**src/hdl/viom_defines.vh**
```
// Constants for the virtual I/O mapper: register word addresses,
// field widths, reset values, analog thresholds and timing figures.
// Assumes a 40 MHz core clock and analog samples in signed millivolts.
`ifndef VIOM_DEFINES_VH
`define VIOM_DEFINES_VH

// Counts and widths
`define VIOM_NUM_VIN        5
`define VIOM_NUM_VOUT       5
`define VIOM_NUM_AIN        3
`define VIOM_FUNC_W         6
`define VIOM_NUM_DI_FUNC    60
`define VIOM_NUM_DO_FUNC    41
`define VIOM_DELAY_W        16
`define VIOM_AIN_W          16
`define VIOM_ADDR_W         8
`define VIOM_DATA_W         32

// Function code limits and special codes
`define VIOM_DI_FUNC_MAX    32'h0000003B
`define VIOM_DO_FUNC_MAX    32'h00000028
`define VIOM_DELAY_MAX      32'h00008CA0
`define VIOM_FN_FWD_RUN     6'h01
`define VIOM_FN_USER_FAULT1 6'h2C
`define VIOM_FN_AIN1_LIMIT  6'h1F
`define VIOM_FAULT_CODE     8'h1B
`define VIOM_CMD_SRC_TERM   2'h1

// Register word addresses
`define VIOM_A_VIN_FUNC0    8'h00
`define VIOM_A_VIN_SRC      8'h05
`define VIOM_A_VIN_FORCE    8'h06
`define VIOM_A_AIN_FUNC0    8'h07
`define VIOM_A_AIN_POL      8'h0A
`define VIOM_A_VOUT_FUNC0   8'h0B
`define VIOM_A_VOUT_DLY0    8'h10
`define VIOM_A_VOUT_SEL     8'h15
`define VIOM_A_CMD_SRC      8'h20
`define VIOM_A_START_PROT   8'h21
`define VIOM_A_AIN1_LIMIT   8'h22
`define VIOM_A_STATUS       8'h23
`define VIOM_A_FAULT        8'h24

// Status register field positions
`define VIOM_ST_VIN_LSB     0
`define VIOM_ST_VOUT_LSB    8
`define VIOM_ST_AIN_LSB     16
`define VIOM_ST_FAULT_BIT   24
`define VIOM_ST_RUN_BIT     25

// Reset values
`define VIOM_RST_FUNC       6'h00
`define VIOM_RST_MASK5      5'h00
`define VIOM_RST_MASK3      3'h0
`define VIOM_RST_DELAY      16'h0000
`define VIOM_RST_CMD_SRC    2'h0
`define VIOM_RST_AIN1_LIMIT 16'h2710

// Analog-as-digital thresholds, millivolts
`define VIOM_AIN_HIGH_MV    16'sd7000
`define VIOM_AIN_LOW_MV     16'sd3000

// Timing: core clock period and delay tick, both in ns
`define VIOM_CLK_NS         25
`define VIOM_TICK_NS        100000000

`endif

```
**src/hdl/viom_hyst.v**
```verilog
// One analog input turned into a digital level with hysteresis.
// Assumes samples arrive synchronous to core_clk as signed millivolts.
`timescale 1ns/1ps
`include "viom_defines.vh"

module viom_hyst (
	// Clock and reset
	input  wire                          core_clk,
	input  wire                          reset,
	// Analog sample
	input  wire signed [`VIOM_AIN_W-1:0] sample_mv,
	// Digital level
	output reg                           level_q
);

	// Level holds between thresholds, so noise near mid-scale never chatters
	always @(posedge core_clk) begin
		if (reset) begin
			level_q <= 1'b0;
		end else if (sample_mv >= `VIOM_AIN_HIGH_MV) begin
			level_q <= 1'b1;
		end else if (sample_mv <= `VIOM_AIN_LOW_MV) begin
			level_q <= 1'b0;
		end
	end

endmodule

```
**src/hdl/viom_delay.v**
```verilog
// Output delay for one virtual output, counted in 0.1 s ticks.
// Assumes tick is a one-cycle pulse every 0.1 s from the top level.
`timescale 1ns/1ps
`include "viom_defines.vh"

module viom_delay (
	// Clock and reset
	input  wire                     core_clk,
	input  wire                     reset,
	// Timebase
	input  wire                     tick,
	// Condition and delay setting
	input  wire                     cond,
	input  wire [`VIOM_DELAY_W-1:0] delay,
	// Delayed state
	output reg                      out_q
);

	reg [`VIOM_DELAY_W-1:0] cnt_q; // Ticks since the condition changed

	// Count restarts whenever the condition returns to the output state.
	// The first tick may come early, so the delay is short by < 0.1 s.
	always @(posedge core_clk) begin
		if (reset) begin
			out_q <= 1'b0;
			cnt_q <= `VIOM_RST_DELAY;
		end else if (cond == out_q) begin
			cnt_q <= `VIOM_RST_DELAY;
		end else if (delay == `VIOM_RST_DELAY) begin
			out_q <= cond;
		end else if (tick) begin
			if (cnt_q + 16'h0001 >= delay) begin
				out_q <= cond;
				cnt_q <= `VIOM_RST_DELAY;
			end else begin
				cnt_q <= cnt_q + 16'h0001;
			end
		end
	end

endmodule

```
**src/hdl/viom_top.v**
```verilog
// Virtual I/O mapper: virtual inputs, analog inputs used as digital
// inputs, and delayed virtual outputs, with a plain register port.
// Assumes all inputs are synchronous to core_clk; the dispatcher reads
// the active function vector and supplies output function states.
//
// Decided for this implementation: the register offsets and the plain strobed port.
`timescale 1ns/1ps
`include "viom_defines.vh"

// Overview of operation
// - Five virtual inputs, function codes 0 to 59
// - Per-input source: bound output or forced setting
// - Forced source follows its own forced-state bit
// - Bound source takes same-numbered virtual output
// - After init, forward run from terminal command
// - Function 44 active raises user fault, stops
// - Three analog inputs take digital functions 0-59
// - Analog high at 7 V, low at 3 V
// - Per-analog polarity: high or low active
// - Five virtual outputs, functions 0-40, delays
// - Function 0 mirrors same-index physical input
// - Nonzero function follows output function definitions
// - Per-output state select bit, default zero
// - Function 31 on while analog one exceeds limit
module viom_top #(
	parameter TICK_CYCLES = `VIOM_TICK_NS / `VIOM_CLK_NS
) (
	// Clock and reset
	input  wire                           core_clk,
	input  wire                           reset,
	// Register port
	input  wire [`VIOM_ADDR_W-1:0]        reg_addr,
	input  wire [`VIOM_DATA_W-1:0]        reg_wdata,
	input  wire                           reg_wr,
	input  wire                           reg_rd,
	output reg  [`VIOM_DATA_W-1:0]        reg_rdata_q,
	// Physical terminals and analog samples
	input  wire [`VIOM_NUM_VOUT-1:0]      physical_input_n,
	input  wire signed [`VIOM_AIN_W-1:0]  analog_in_one,
	input  wire signed [`VIOM_AIN_W-1:0]  analog_in_two,
	input  wire signed [`VIOM_AIN_W-1:0]  analog_in_three,
	// Drive dispatcher
	input  wire                           init_done,
	input  wire [`VIOM_NUM_DO_FUNC-1:0]   do_function_state,
	output reg  [`VIOM_NUM_DI_FUNC-1:0]   di_function_active_q,
	output reg                            forward_run_q,
	output reg                            fault_active_q,
	output reg  [7:0]                     fault_code_q,
	output reg  [`VIOM_NUM_VOUT-1:0]      virtual_output_q
);

	// Configuration registers
	reg [`VIOM_FUNC_W-1:0]  vin_func_q [0:`VIOM_NUM_VIN-1];   // Input functions
	reg [`VIOM_FUNC_W-1:0]  ain_func_q [0:`VIOM_NUM_AIN-1];   // Analog functions
	reg [`VIOM_FUNC_W-1:0]  vout_func_q [0:`VIOM_NUM_VOUT-1]; // Output functions
	reg [`VIOM_DELAY_W-1:0] vout_dly_q [0:`VIOM_NUM_VOUT-1];  // Output delays
	reg [`VIOM_NUM_VIN-1:0]  virtual_input_source_mode_q;     // 1 = forced
	reg [`VIOM_NUM_VIN-1:0]  virtual_input_forced_state_q;    // Forced levels
	reg [`VIOM_NUM_AIN-1:0]  analog_as_digital_polarity_q;    // 1 = low active
	reg [`VIOM_NUM_VOUT-1:0] virtual_output_state_select_q;   // 1 = inverted
	reg [1:0]                command_source_select_q;         // Run source
	reg                      startup_protection_q;            // Start guard
	reg [`VIOM_AIN_W-1:0]    ain1_limit_q;                    // mV limit

	// Block state
	reg [`VIOM_NUM_VIN-1:0]  virtual_input_q;  // Resolved input states
	reg                      limit_exceeded_q; // Analog one over limit
	reg                      fault_seen_q;     // Previous fault-1 level
	reg                      run_block_q;      // Start guard active
	reg [22:0]               tick_cnt_q;       // Tick prescaler
	reg                      tick_q;           // 0.1 s pulse

	// Combinational terms
	wire [`VIOM_NUM_AIN-1:0]  ain_level;  // Hysteresis outputs
	wire [`VIOM_NUM_VOUT-1:0] vout_state; // Delayed outputs
	reg  [`VIOM_NUM_AIN-1:0]  ain_active; // Level after polarity
	reg  [`VIOM_NUM_VOUT-1:0] vout_cond;  // Undelayed output conditions
	reg  [`VIOM_NUM_VIN-1:0]  vin_d;      // Next virtual input states
	reg  [`VIOM_NUM_DI_FUNC-1:0] di_d;    // Next active function vector
	wire                      fwd_req;    // Forward run asserted
	wire                      fault_req;  // User fault one asserted
	wire                      fault_clr;  // Software fault clear
	wire                      fault_set;  // Fault rising edge
	wire signed [`VIOM_AIN_W-1:0] ain_bus [0:`VIOM_NUM_AIN-1]; // Samples
	integer                   i;          // Write loop index
	integer                   j;          // Read loop index
	integer                   k;          // Select loop index
	integer                   m;          // Vector loop index
	integer                   c;          // Function code index

	assign ain_bus[0] = analog_in_one;
	assign ain_bus[1] = analog_in_two;
	assign ain_bus[2] = analog_in_three;

	// True when a write value stays within its documented range
	function in_range;
		input [`VIOM_DATA_W-1:0] value;
		input [`VIOM_DATA_W-1:0] max;
		begin
			in_range = (value <= max);
		end
	endfunction

	// Word address of channel n counted from a base address
	function [`VIOM_ADDR_W-1:0] chan_addr;
		input [`VIOM_ADDR_W-1:0] base;
		input integer            n;
		begin
			chan_addr = base + n[`VIOM_ADDR_W-1:0];
		end
	endfunction

	// Analog inputs through hysteresis comparators
	genvar g;
	generate
		for (g = 0; g < `VIOM_NUM_AIN; g = g + 1) begin : g_ain
			viom_hyst u_hyst (
				.core_clk  (core_clk),
				.reset     (reset),
				.sample_mv (ain_bus[g]),
				.level_q   (ain_level[g])
			);
		end
	endgenerate

	// Virtual outputs through per-channel delay counters
	generate
		for (g = 0; g < `VIOM_NUM_VOUT; g = g + 1) begin : g_vout
			viom_delay u_delay (
				.core_clk (core_clk),
				.reset    (reset),
				.tick     (tick_q),
				.cond     (vout_cond[g]),
				.delay    (vout_dly_q[g]),
				.out_q    (vout_state[g])
			);
		end
	endgenerate

	// Register writes; out-of-range function codes and delays are dropped, old value kept; other fields keep their low bits
	always @(posedge core_clk) begin
		if (reset) begin
			for (i = 0; i < `VIOM_NUM_VIN; i = i + 1) begin
				vin_func_q[i] <= `VIOM_RST_FUNC;
			end
			for (i = 0; i < `VIOM_NUM_AIN; i = i + 1) begin
				ain_func_q[i] <= `VIOM_RST_FUNC;
			end
			for (i = 0; i < `VIOM_NUM_VOUT; i = i + 1) begin
				vout_func_q[i] <= `VIOM_RST_FUNC;
				vout_dly_q[i]  <= `VIOM_RST_DELAY;
			end
			virtual_input_source_mode_q   <= `VIOM_RST_MASK5;
			virtual_input_forced_state_q  <= `VIOM_RST_MASK5;
			analog_as_digital_polarity_q  <= `VIOM_RST_MASK3;
			virtual_output_state_select_q <= `VIOM_RST_MASK5;
			command_source_select_q       <= `VIOM_RST_CMD_SRC;
			startup_protection_q          <= 1'b0;
			ain1_limit_q                  <= `VIOM_RST_AIN1_LIMIT;
		end else if (reg_wr) begin
			for (i = 0; i < `VIOM_NUM_VIN; i = i + 1) begin
				// Input functions, 0 to 59
				if (reg_addr == chan_addr(`VIOM_A_VIN_FUNC0, i) &&
				    in_range(reg_wdata, `VIOM_DI_FUNC_MAX)) begin
					vin_func_q[i] <= reg_wdata[`VIOM_FUNC_W-1:0];
				end
			end
			for (i = 0; i < `VIOM_NUM_AIN; i = i + 1) begin
				// Analog functions, 0 to 59
				if (reg_addr == chan_addr(`VIOM_A_AIN_FUNC0, i) &&
				    in_range(reg_wdata, `VIOM_DI_FUNC_MAX)) begin
					ain_func_q[i] <= reg_wdata[`VIOM_FUNC_W-1:0];
				end
			end
			for (i = 0; i < `VIOM_NUM_VOUT; i = i + 1) begin
				// Output functions 0 to 40, delays up to 3600.0 s
				if (reg_addr == chan_addr(`VIOM_A_VOUT_FUNC0, i) &&
				    in_range(reg_wdata, `VIOM_DO_FUNC_MAX)) begin
					vout_func_q[i] <= reg_wdata[`VIOM_FUNC_W-1:0];
				end
				if (reg_addr == chan_addr(`VIOM_A_VOUT_DLY0, i) &&
				    in_range(reg_wdata, `VIOM_DELAY_MAX)) begin
					vout_dly_q[i] <= reg_wdata[`VIOM_DELAY_W-1:0];
				end
			end
			case (reg_addr)
				`VIOM_A_VIN_SRC: begin
					virtual_input_source_mode_q <= reg_wdata[4:0];
				end
				`VIOM_A_VIN_FORCE: begin
					virtual_input_forced_state_q <= reg_wdata[4:0];
				end
				`VIOM_A_AIN_POL: begin
					analog_as_digital_polarity_q <= reg_wdata[2:0];
				end
				`VIOM_A_VOUT_SEL: begin
					virtual_output_state_select_q <= reg_wdata[4:0];
				end
				`VIOM_A_CMD_SRC: begin
					command_source_select_q <= reg_wdata[1:0];
				end
				`VIOM_A_START_PROT: begin
					startup_protection_q <= reg_wdata[0];
				end
				`VIOM_A_AIN1_LIMIT: begin
					ain1_limit_q <= reg_wdata[`VIOM_AIN_W-1:0];
				end
				default: begin
					// Unmapped or read-only word, write ignored
				end
			endcase
		end
	end

	// Read data, registered in the cycle after the strobe and held until the next read
	always @(posedge core_clk) begin
		if (reset) begin
			reg_rdata_q <= 32'h00000000;
		end else if (reg_rd) begin
			reg_rdata_q <= 32'h00000000; // Unmapped reads as zero
			for (j = 0; j < `VIOM_NUM_VIN; j = j + 1) begin
				if (reg_addr == chan_addr(`VIOM_A_VIN_FUNC0, j)) begin
					reg_rdata_q[5:0] <= vin_func_q[j];
				end
			end
			for (j = 0; j < `VIOM_NUM_AIN; j = j + 1) begin
				if (reg_addr == chan_addr(`VIOM_A_AIN_FUNC0, j)) begin
					reg_rdata_q[5:0] <= ain_func_q[j];
				end
			end
			for (j = 0; j < `VIOM_NUM_VOUT; j = j + 1) begin
				if (reg_addr == chan_addr(`VIOM_A_VOUT_FUNC0, j)) begin
					reg_rdata_q[5:0] <= vout_func_q[j];
				end
				if (reg_addr == chan_addr(`VIOM_A_VOUT_DLY0, j)) begin
					reg_rdata_q[15:0] <= vout_dly_q[j];
				end
			end
			case (reg_addr)
				`VIOM_A_VIN_SRC: begin
					reg_rdata_q[4:0] <= virtual_input_source_mode_q;
				end
				`VIOM_A_VIN_FORCE: begin
					reg_rdata_q[4:0] <= virtual_input_forced_state_q;
				end
				`VIOM_A_AIN_POL: begin
					reg_rdata_q[2:0] <= analog_as_digital_polarity_q;
				end
				`VIOM_A_VOUT_SEL: begin
					reg_rdata_q[4:0] <= virtual_output_state_select_q;
				end
				`VIOM_A_CMD_SRC: begin
					reg_rdata_q[1:0] <= command_source_select_q;
				end
				`VIOM_A_START_PROT: begin
					reg_rdata_q[0] <= startup_protection_q;
				end
				`VIOM_A_AIN1_LIMIT: begin
					reg_rdata_q[15:0] <= ain1_limit_q;
				end
				`VIOM_A_STATUS: begin
					// Live block state for software
					reg_rdata_q[`VIOM_ST_VIN_LSB +: 5]  <= virtual_input_q;
					reg_rdata_q[`VIOM_ST_VOUT_LSB +: 5] <= virtual_output_q;
					reg_rdata_q[`VIOM_ST_AIN_LSB +: 3]  <= ain_active;
					reg_rdata_q[`VIOM_ST_FAULT_BIT]     <= fault_active_q;
					reg_rdata_q[`VIOM_ST_RUN_BIT]       <= forward_run_q;
				end
				`VIOM_A_FAULT: begin
					reg_rdata_q[7:0] <= fault_code_q;
				end
				default: begin
					// Keep zero
				end
			endcase
		end
	end

	// Polarity, input source selection and output conditions
	always @* begin
		for (k = 0; k < `VIOM_NUM_AIN; k = k + 1) begin
			ain_active[k] = ain_level[k] ^
			                analog_as_digital_polarity_q[k];
		end
		for (k = 0; k < `VIOM_NUM_VIN; k = k + 1) begin
			if (virtual_input_source_mode_q[k]) begin
				vin_d[k] = virtual_input_forced_state_q[k];
			end else begin
				vin_d[k] = virtual_output_q[k];
			end
		end
		for (k = 0; k < `VIOM_NUM_VOUT; k = k + 1) begin
			if (vout_func_q[k] == `VIOM_RST_FUNC) begin
				vout_cond[k] = physical_input_n[k];
			end else if (vout_func_q[k] == `VIOM_FN_AIN1_LIMIT) begin
				vout_cond[k] = limit_exceeded_q;
			end else begin
				vout_cond[k] = do_function_state[vout_func_q[k]];
			end
			vout_cond[k] = vout_cond[k] ^
			               virtual_output_state_select_q[k];
		end
	end

	// Function vector: code 0 means no function and never asserts
	always @* begin
		di_d = {`VIOM_NUM_DI_FUNC{1'b0}};
		for (c = 1; c < `VIOM_NUM_DI_FUNC; c = c + 1) begin
			for (m = 0; m < `VIOM_NUM_VIN; m = m + 1) begin
				if (virtual_input_q[m] && vin_func_q[m] == c) begin
					di_d[c] = 1'b1;
				end
			end
			for (m = 0; m < `VIOM_NUM_AIN; m = m + 1) begin
				if (ain_active[m] && ain_func_q[m] == c) begin
					di_d[c] = 1'b1;
				end
			end
		end
	end

	assign fwd_req   = di_function_active_q[`VIOM_FN_FWD_RUN];
	assign fault_req = di_function_active_q[`VIOM_FN_USER_FAULT1];
	assign fault_set = fault_req & ~fault_seen_q;
	assign fault_clr = reg_wr && reg_addr == `VIOM_A_FAULT && reg_wdata[0];

	// Tick prescaler, one pulse each 0.1 s
	always @(posedge core_clk) begin
		if (reset) begin
			tick_cnt_q <= 23'h000000;
			tick_q     <= 1'b0;
		end else if (tick_cnt_q == TICK_CYCLES - 1) begin
			tick_cnt_q <= 23'h000000;
			tick_q     <= 1'b1;
		end else begin
			tick_cnt_q <= tick_cnt_q + 23'h000001;
			tick_q     <= 1'b0;
		end
	end

	// State registers and dispatcher outputs
	always @(posedge core_clk) begin
		if (reset) begin
			virtual_input_q      <= `VIOM_RST_MASK5;
			virtual_output_q     <= `VIOM_RST_MASK5;
			di_function_active_q <= {`VIOM_NUM_DI_FUNC{1'b0}};
			limit_exceeded_q     <= 1'b0;
			fault_seen_q         <= 1'b0;
			fault_active_q       <= 1'b0;
			fault_code_q         <= 8'h00;
			run_block_q          <= 1'b1;
			forward_run_q        <= 1'b0;
		end else begin
			virtual_input_q      <= vin_d;
			virtual_output_q     <= vout_state;
			di_function_active_q <= di_d;
			limit_exceeded_q     <= analog_in_one >
			                        $signed(ain1_limit_q);
			fault_seen_q         <= fault_req;
			// New fault edge wins over a clear in the same cycle
			if (fault_set) begin
				fault_active_q <= 1'b1;
				fault_code_q   <= `VIOM_FAULT_CODE;
			end else if (fault_clr) begin
				fault_active_q <= 1'b0;
				fault_code_q   <= 8'h00;
			end
			// Start guard: a run command held through init is refused
			// until it drops, when protection is on
			if (!init_done) begin
				run_block_q <= 1'b1;
			end else if (!startup_protection_q || !fwd_req) begin
				run_block_q <= 1'b0;
			end
			forward_run_q <= init_done && !run_block_q && fwd_req &&
			                 command_source_select_q ==
			                 `VIOM_CMD_SRC_TERM &&
			                 !fault_active_q && !fault_set;
		end
	end

endmodule

```
**config.mk**
```make
export PLATFORM = sky130hd
export DESIGN_NAME = viom_top
export DESIGN_NICKNAME = d
export VERILOG_FILES = /design/src/hdl/viom_hyst.v /design/src/hdl/viom_delay.v /design/src/hdl/viom_top.v
export VERILOG_INCLUDE_DIRS = /design/src /design/src/hdl
export SDC_FILE = /design/constraint.sdc
export NUM_CORES = 1
export LEC_CHECK = 0
export ABC_AREA = 1
export BUFFER_PORTS_ARGS = -buffer_cell sky130_fd_sc_hd__clkbuf_2
export CELL_PAD_IN_SITES_DETAIL_PLACEMENT = 0
export CELL_PAD_IN_SITES_GLOBAL_PLACEMENT = 1
export CORE_ASPECT_RATIO = 0.75
export CORE_MARGIN = 10
export CORE_UTILIZATION = 40
export CTS_BUF_LIST = sky130_fd_sc_hd__clkbuf_8
export DETAILED_ROUTE_END_ITERATION = 10
export PLACE_DENSITY_LB_ADDON = 0.1
export SYNTH_ARGS = -nofsm -noshare
export SYNTH_HDL_FRONTEND = slang
export SYNTH_HIERARCHICAL = 1
export SYNTH_SLANG_ARGS = --single-unit
```
**constraint.sdc**
```tcl
create_clock -name core_clk -period 3.5 [get_ports core_clk]
set_input_delay 0.525 -clock core_clk [delete_from_list [all_inputs] [get_ports core_clk]]
set_output_delay 0.525 -clock core_clk [all_outputs]
set_load 0.01 [all_outputs]
```
==> impl_metrics.json <==
{
  "synth_edf_count": 158,
  "cp_top_family": "simple AND/OR/NAND/NOR gates",
  "period_share_pct": 93.3,
  "ff2ff_path_depth": 14,
  "clock_path_buffers": 3,
  "antenna_found_initial": 7,
  "max_freq_mhz": 306,
  "grt_pass1_vias": 25100,
  "synth_compound_area_share_pct": 17.6,
  "p_sw_mw": 3.15,
  "skew_ns": 0.0507,
  "slew_viol_final": 0,
  "wl_met3_um": 15200,
  "finalCriticalPeriod_ns": 3.27,
  "finalSetupTns_ns": 0,
  "rows": 81,
  "p_seq_share_pct": 48.1,
  "ys_seq_elements": 402,
  "highest-signal-layer": "met5",
  "critPathMaxFanout": 16,
  "hp-class": "input pin to flip-flop",
  "firstDrtPassIters": 8,
  "cts_resized": 0,
  "tightest_slew_ns": 1.46,
  "hp-start": "reset",
  "maxCapViolations": 1,
  "slowest_delay_ns": 0.58,
  "postCtsHoldBufs": 0,
  "synth_seq_area_share_pct": 36.3,
  "wl_met1_um": 52800,
  "initial_core_util_pct": 40.5,
  "crit_path_start_kind": "flip-flop",
  "relSlewSlack_pct": 2.75,
  "synth_top_flop_cell": "dfxtp_1",
  "cts_root_buf": "clkbuf_8",
  "ys_warn_count": 6,
  "dp.final_hpwl_um": 85800,
  "place.gp.congestion": 0.995,
  "synth_top_family_by_area": "simple AND/OR/NAND/NOR gates",
  "finalWorstSetupSlack_ns": 0.235,
  "synth_mux_area_share_pct": 0,
  "min_delay_path_depth": 2,
  "drt_iter0_drc": 3399,
  "dieArea_um2": 77000,
  "syn_area_um2": 26500,
  "dp_cells": 4807,
  "r2r-start": "vout_func_q[0][27]$_DFFE_PP_",
  "core_area_um2": 65400,
  "vias": 27300,
  "syn_to_final_growth_pct": 14.9,
  "portBuffers": 228,
  "synth_fa_ha_area_share_pct": 4.82,
  "grt-ovfl-total": 0,
  "peakVddDrop_v": 0.000220,
  "stdcell_count": 4932,
  "cp_common_cell": "a21oi_1",
  "final_common_cell": "nand2_1",
  "required_ns": 4.07,
  "clk_latency_ns": 0.70,
  "grt.total_usage_pct": 27.8,
  "final_cell_mix": "nand2_1 (849), inv_1 (532), nor2_1 (426), a21oi_1 (266), dfxtp_1 (244)",
  "cp_data_arrival_time_ns": 3.84,
  "die_y_um": 243,
  "post_cts_buffers": 0,
  "clkPwrFrac_pct": 41.3,
  "vias_per_cell": 5.53,
  "yosys.area_share.simple_pct": 28.2,
  "ios": 246,
  "p_sw_share_pct": 29.4,
  "intPower_mw": 7.57,
  "final_nets": 4251,
  "drt_wl_total_um": 111000,
  "power_frac_comb_pct": 10.6,
  "cts_tree": "built",
  "cp-end-kind": "flip-flop",
  "cp_cell_sequence": "nor2_1 > o21ai_0 > nand3_1 > a21oi_1 > o21ai_0 > nand2_1 > nand3_1 > nand2_1 > xor2_1 > a21oi_1 > o21ai_1 > buf_12 > o21bai_1 > a21oi_1",
  "reg2reg_slack_ns": 0.23,
  "hold_viol": 0,
  "h-tree-depth": 3,
  "outcome": "finished, violations left",
  "cts_sinks": 402,
  "cts.clk_slew.worst_paths_ns": 0.07,
  "drc": 0,
  "drive_above_1_share_pct": 15.6,
  "synth_xor_area_share_pct": 2.93,
  "wl_met2_um": 40600,
  "reg2reg_to": "g_vout[4].u_delay/cnt_q[0]$_SDFFE_PP0P_",
  "netlist_instances": 3709,
  "utilization_pct": 46.6,
  "drtAntennaViolNets": 0,
  "pre_cts_ws_ns": 0.380,
  "grt_pass1_wl_um": 163000,
  "setup_violations": 0,
  "wl_per_cell_um": 22.5,
  "power_density_nw_per_um2": 352,
  "critPathBufInv": 1,
  "ys_types": 62,
  "holdPathEnd": "analog_as_digital_polarity_q[2]$_SDFFE_PP0P_",
  "die_w_um": 317,
  "cts_made_buffers": 71,
  "crit_type": "flip-flop to flip-flop",
  "slowest_stage": "edfxtp_1",
  "rsz0062_at_grt": "no",
  "avgSynthCellArea_um2": 7.14,
  "async_flop_share_pct": 0,
  "leakagePower_nw": 12.6,
  "grt_max_degree": 66,
  "violations": "capacitance limit",
  "p_total_mw": 10.7
}
## state kept, by name, summed over array words and instances, names as in the netlist, 2 cells and up
| register | flops |
|---|---|
| g_vout.u_delay/cnt_q | 80 |
| g_ain.u_hyst/level_q | 3 |
| reg_rdata_q | 21 |
| virtual_input_forced_state_q | 5 |
| virtual_output_q | 5 |
| di_function_active_q | 59 |
| ain1_limit_q | 16 |
| virtual_output_state_select_q | 5 |
| tick_cnt_q | 23 |
| vin_func_q | 30 |
| virtual_input_q | 5 |
| command_source_select_q | 2 |
| vout_dly_q | 80 |
| analog_as_digital_polarity_q | 3 |
| virtual_input_source_mode_q | 5 |
| vout_func_q | 30 |
| g_vout.u_delay/out_q | 5 |
| ain_func_q | 18 |
## logic make-up (layout without fill, tap and decap cells)
family / Yosys count / count (layout)
DFF: 402 / 402
xor gates and xnor gates: 80 / 80
buffers and inverters: 668 / 1002
and+or+nand+nor: 1702 / 1702
adders and majority gates: 102 / 102
other: 1 / 19
AOI/OAI and AO/OA: 754 / 754
## worst max-delay path by stage
stage / startpoint / to / cells after the start
after floorplan: reg_addr[2] / vout_dly_q[0][32]$_DFFE_PP_ / 9
after global placement: do_function_state[19] / g_vout[4].u_delay/cnt_q[0]$_SDFFE_PP0P_ / 17
after detailed placement: vout_func_q[0][27]$_DFFE_PP_ / g_vout[4].u_delay/cnt_q[0]$_SDFFE_PP0P_ / 14
after CTS: vout_func_q[0][27]$_DFFE_PP_ / g_vout[4].u_delay/cnt_q[0]$_SDFFE_PP0P_ / 14
after global routing: vout_func_q[0][25]$_DFFE_PP_ / g_vout[4].u_delay/cnt_q[0]$_SDFFE_PP0P_ / 15
final: vout_func_q[0][27]$_DFFE_PP_ / g_vout[4].u_delay/cnt_q[0]$_SDFFE_PP0P_ / 14
## routing by layer
layer	global-route usage (%)	vias to the layer above
met5	1.30	-
met4	5.71	6
met3	10.5	165
met2	34.6	1413
met1	43.3	12700
li1	-	13000
## metrics by stage
| step | hold slack, ns | cell area, um2 |
|---|---|---|
| final | 0.0756 | 30400 |
| after global routing | 0.0517 | 30400 |
| after CTS | 0.0236 | 30400 |
| after detailed placement | 0.440 | 29100 |
| after global placement | 0.447 | 29100 |
| after floorplan | 0.415 | 26500 |
## synth_stat cells, types with 14 or more instances
| cell type | count | area (um2) |
|---|---|---|
| nor2_4 | 19 | 214 |
| nand3_1 | 134 | 671 |
| buf_4 | 20 | 150 |
| a41oi_1 | 47 | 412 |
| inv_2 | 20 | 75.1 |
| o211ai_1 | 21 | 158 |
| ha_1 | 102 | 1280 |
| a221oi_1 | 46 | 403 |
| nor3_1 | 74 | 370 |
| o21ai_0 | 200 | 1000 |
| inv_1 | 515 | 1930 |
| edfxtp_1 | 158 | 4740 |
| buf_2 | 17 | 85.1 |
| a21oi_2 | 17 | 149 |
| o221ai_1 | 35 | 307 |
| dfxtp_1 | 244 | 4880 |
| nand4_1 | 67 | 419 |
| a22oi_1 | 14 | 105 |
| nand2_2 | 29 | 181 |
| nor2_1 | 426 | 1600 |
| clkbuf_1 | 80 | 300 |
| nand2_1 | 849 | 3190 |
| xor2_1 | 58 | 508 |
| o22ai_1 | 35 | 219 |
| nor4_1 | 18 | 113 |
| a21oi_1 | 266 | 1330 |
| nor2_2 | 38 | 238 |
## area by class of cell
type | instances | area [um2]
multi-input cells | 2654 | 14300
fillers | 6830 | 34900
inverters | 538 | 2020
repair buffers | 343 | 2040
diodes | 3 | 7.51
well taps | 871 | 1090
clock buffers | 80 | 1100
flip-flops and latches | 402 | 9630
clock inverters | 41 | 268
## power by group through the flow
stage               sequential (mW)  combinational, mW  clock [mW]
global placement               5.24               1.11           0
floorplan                      5.16              0.628           0
finish                         5.15               1.14        4.43
detailed placement             5.24               1.11           0
global route                   5.16               1.25        4.75
CTS                            5.14               1.11        4.53
(Power assumes the default switching activity.)
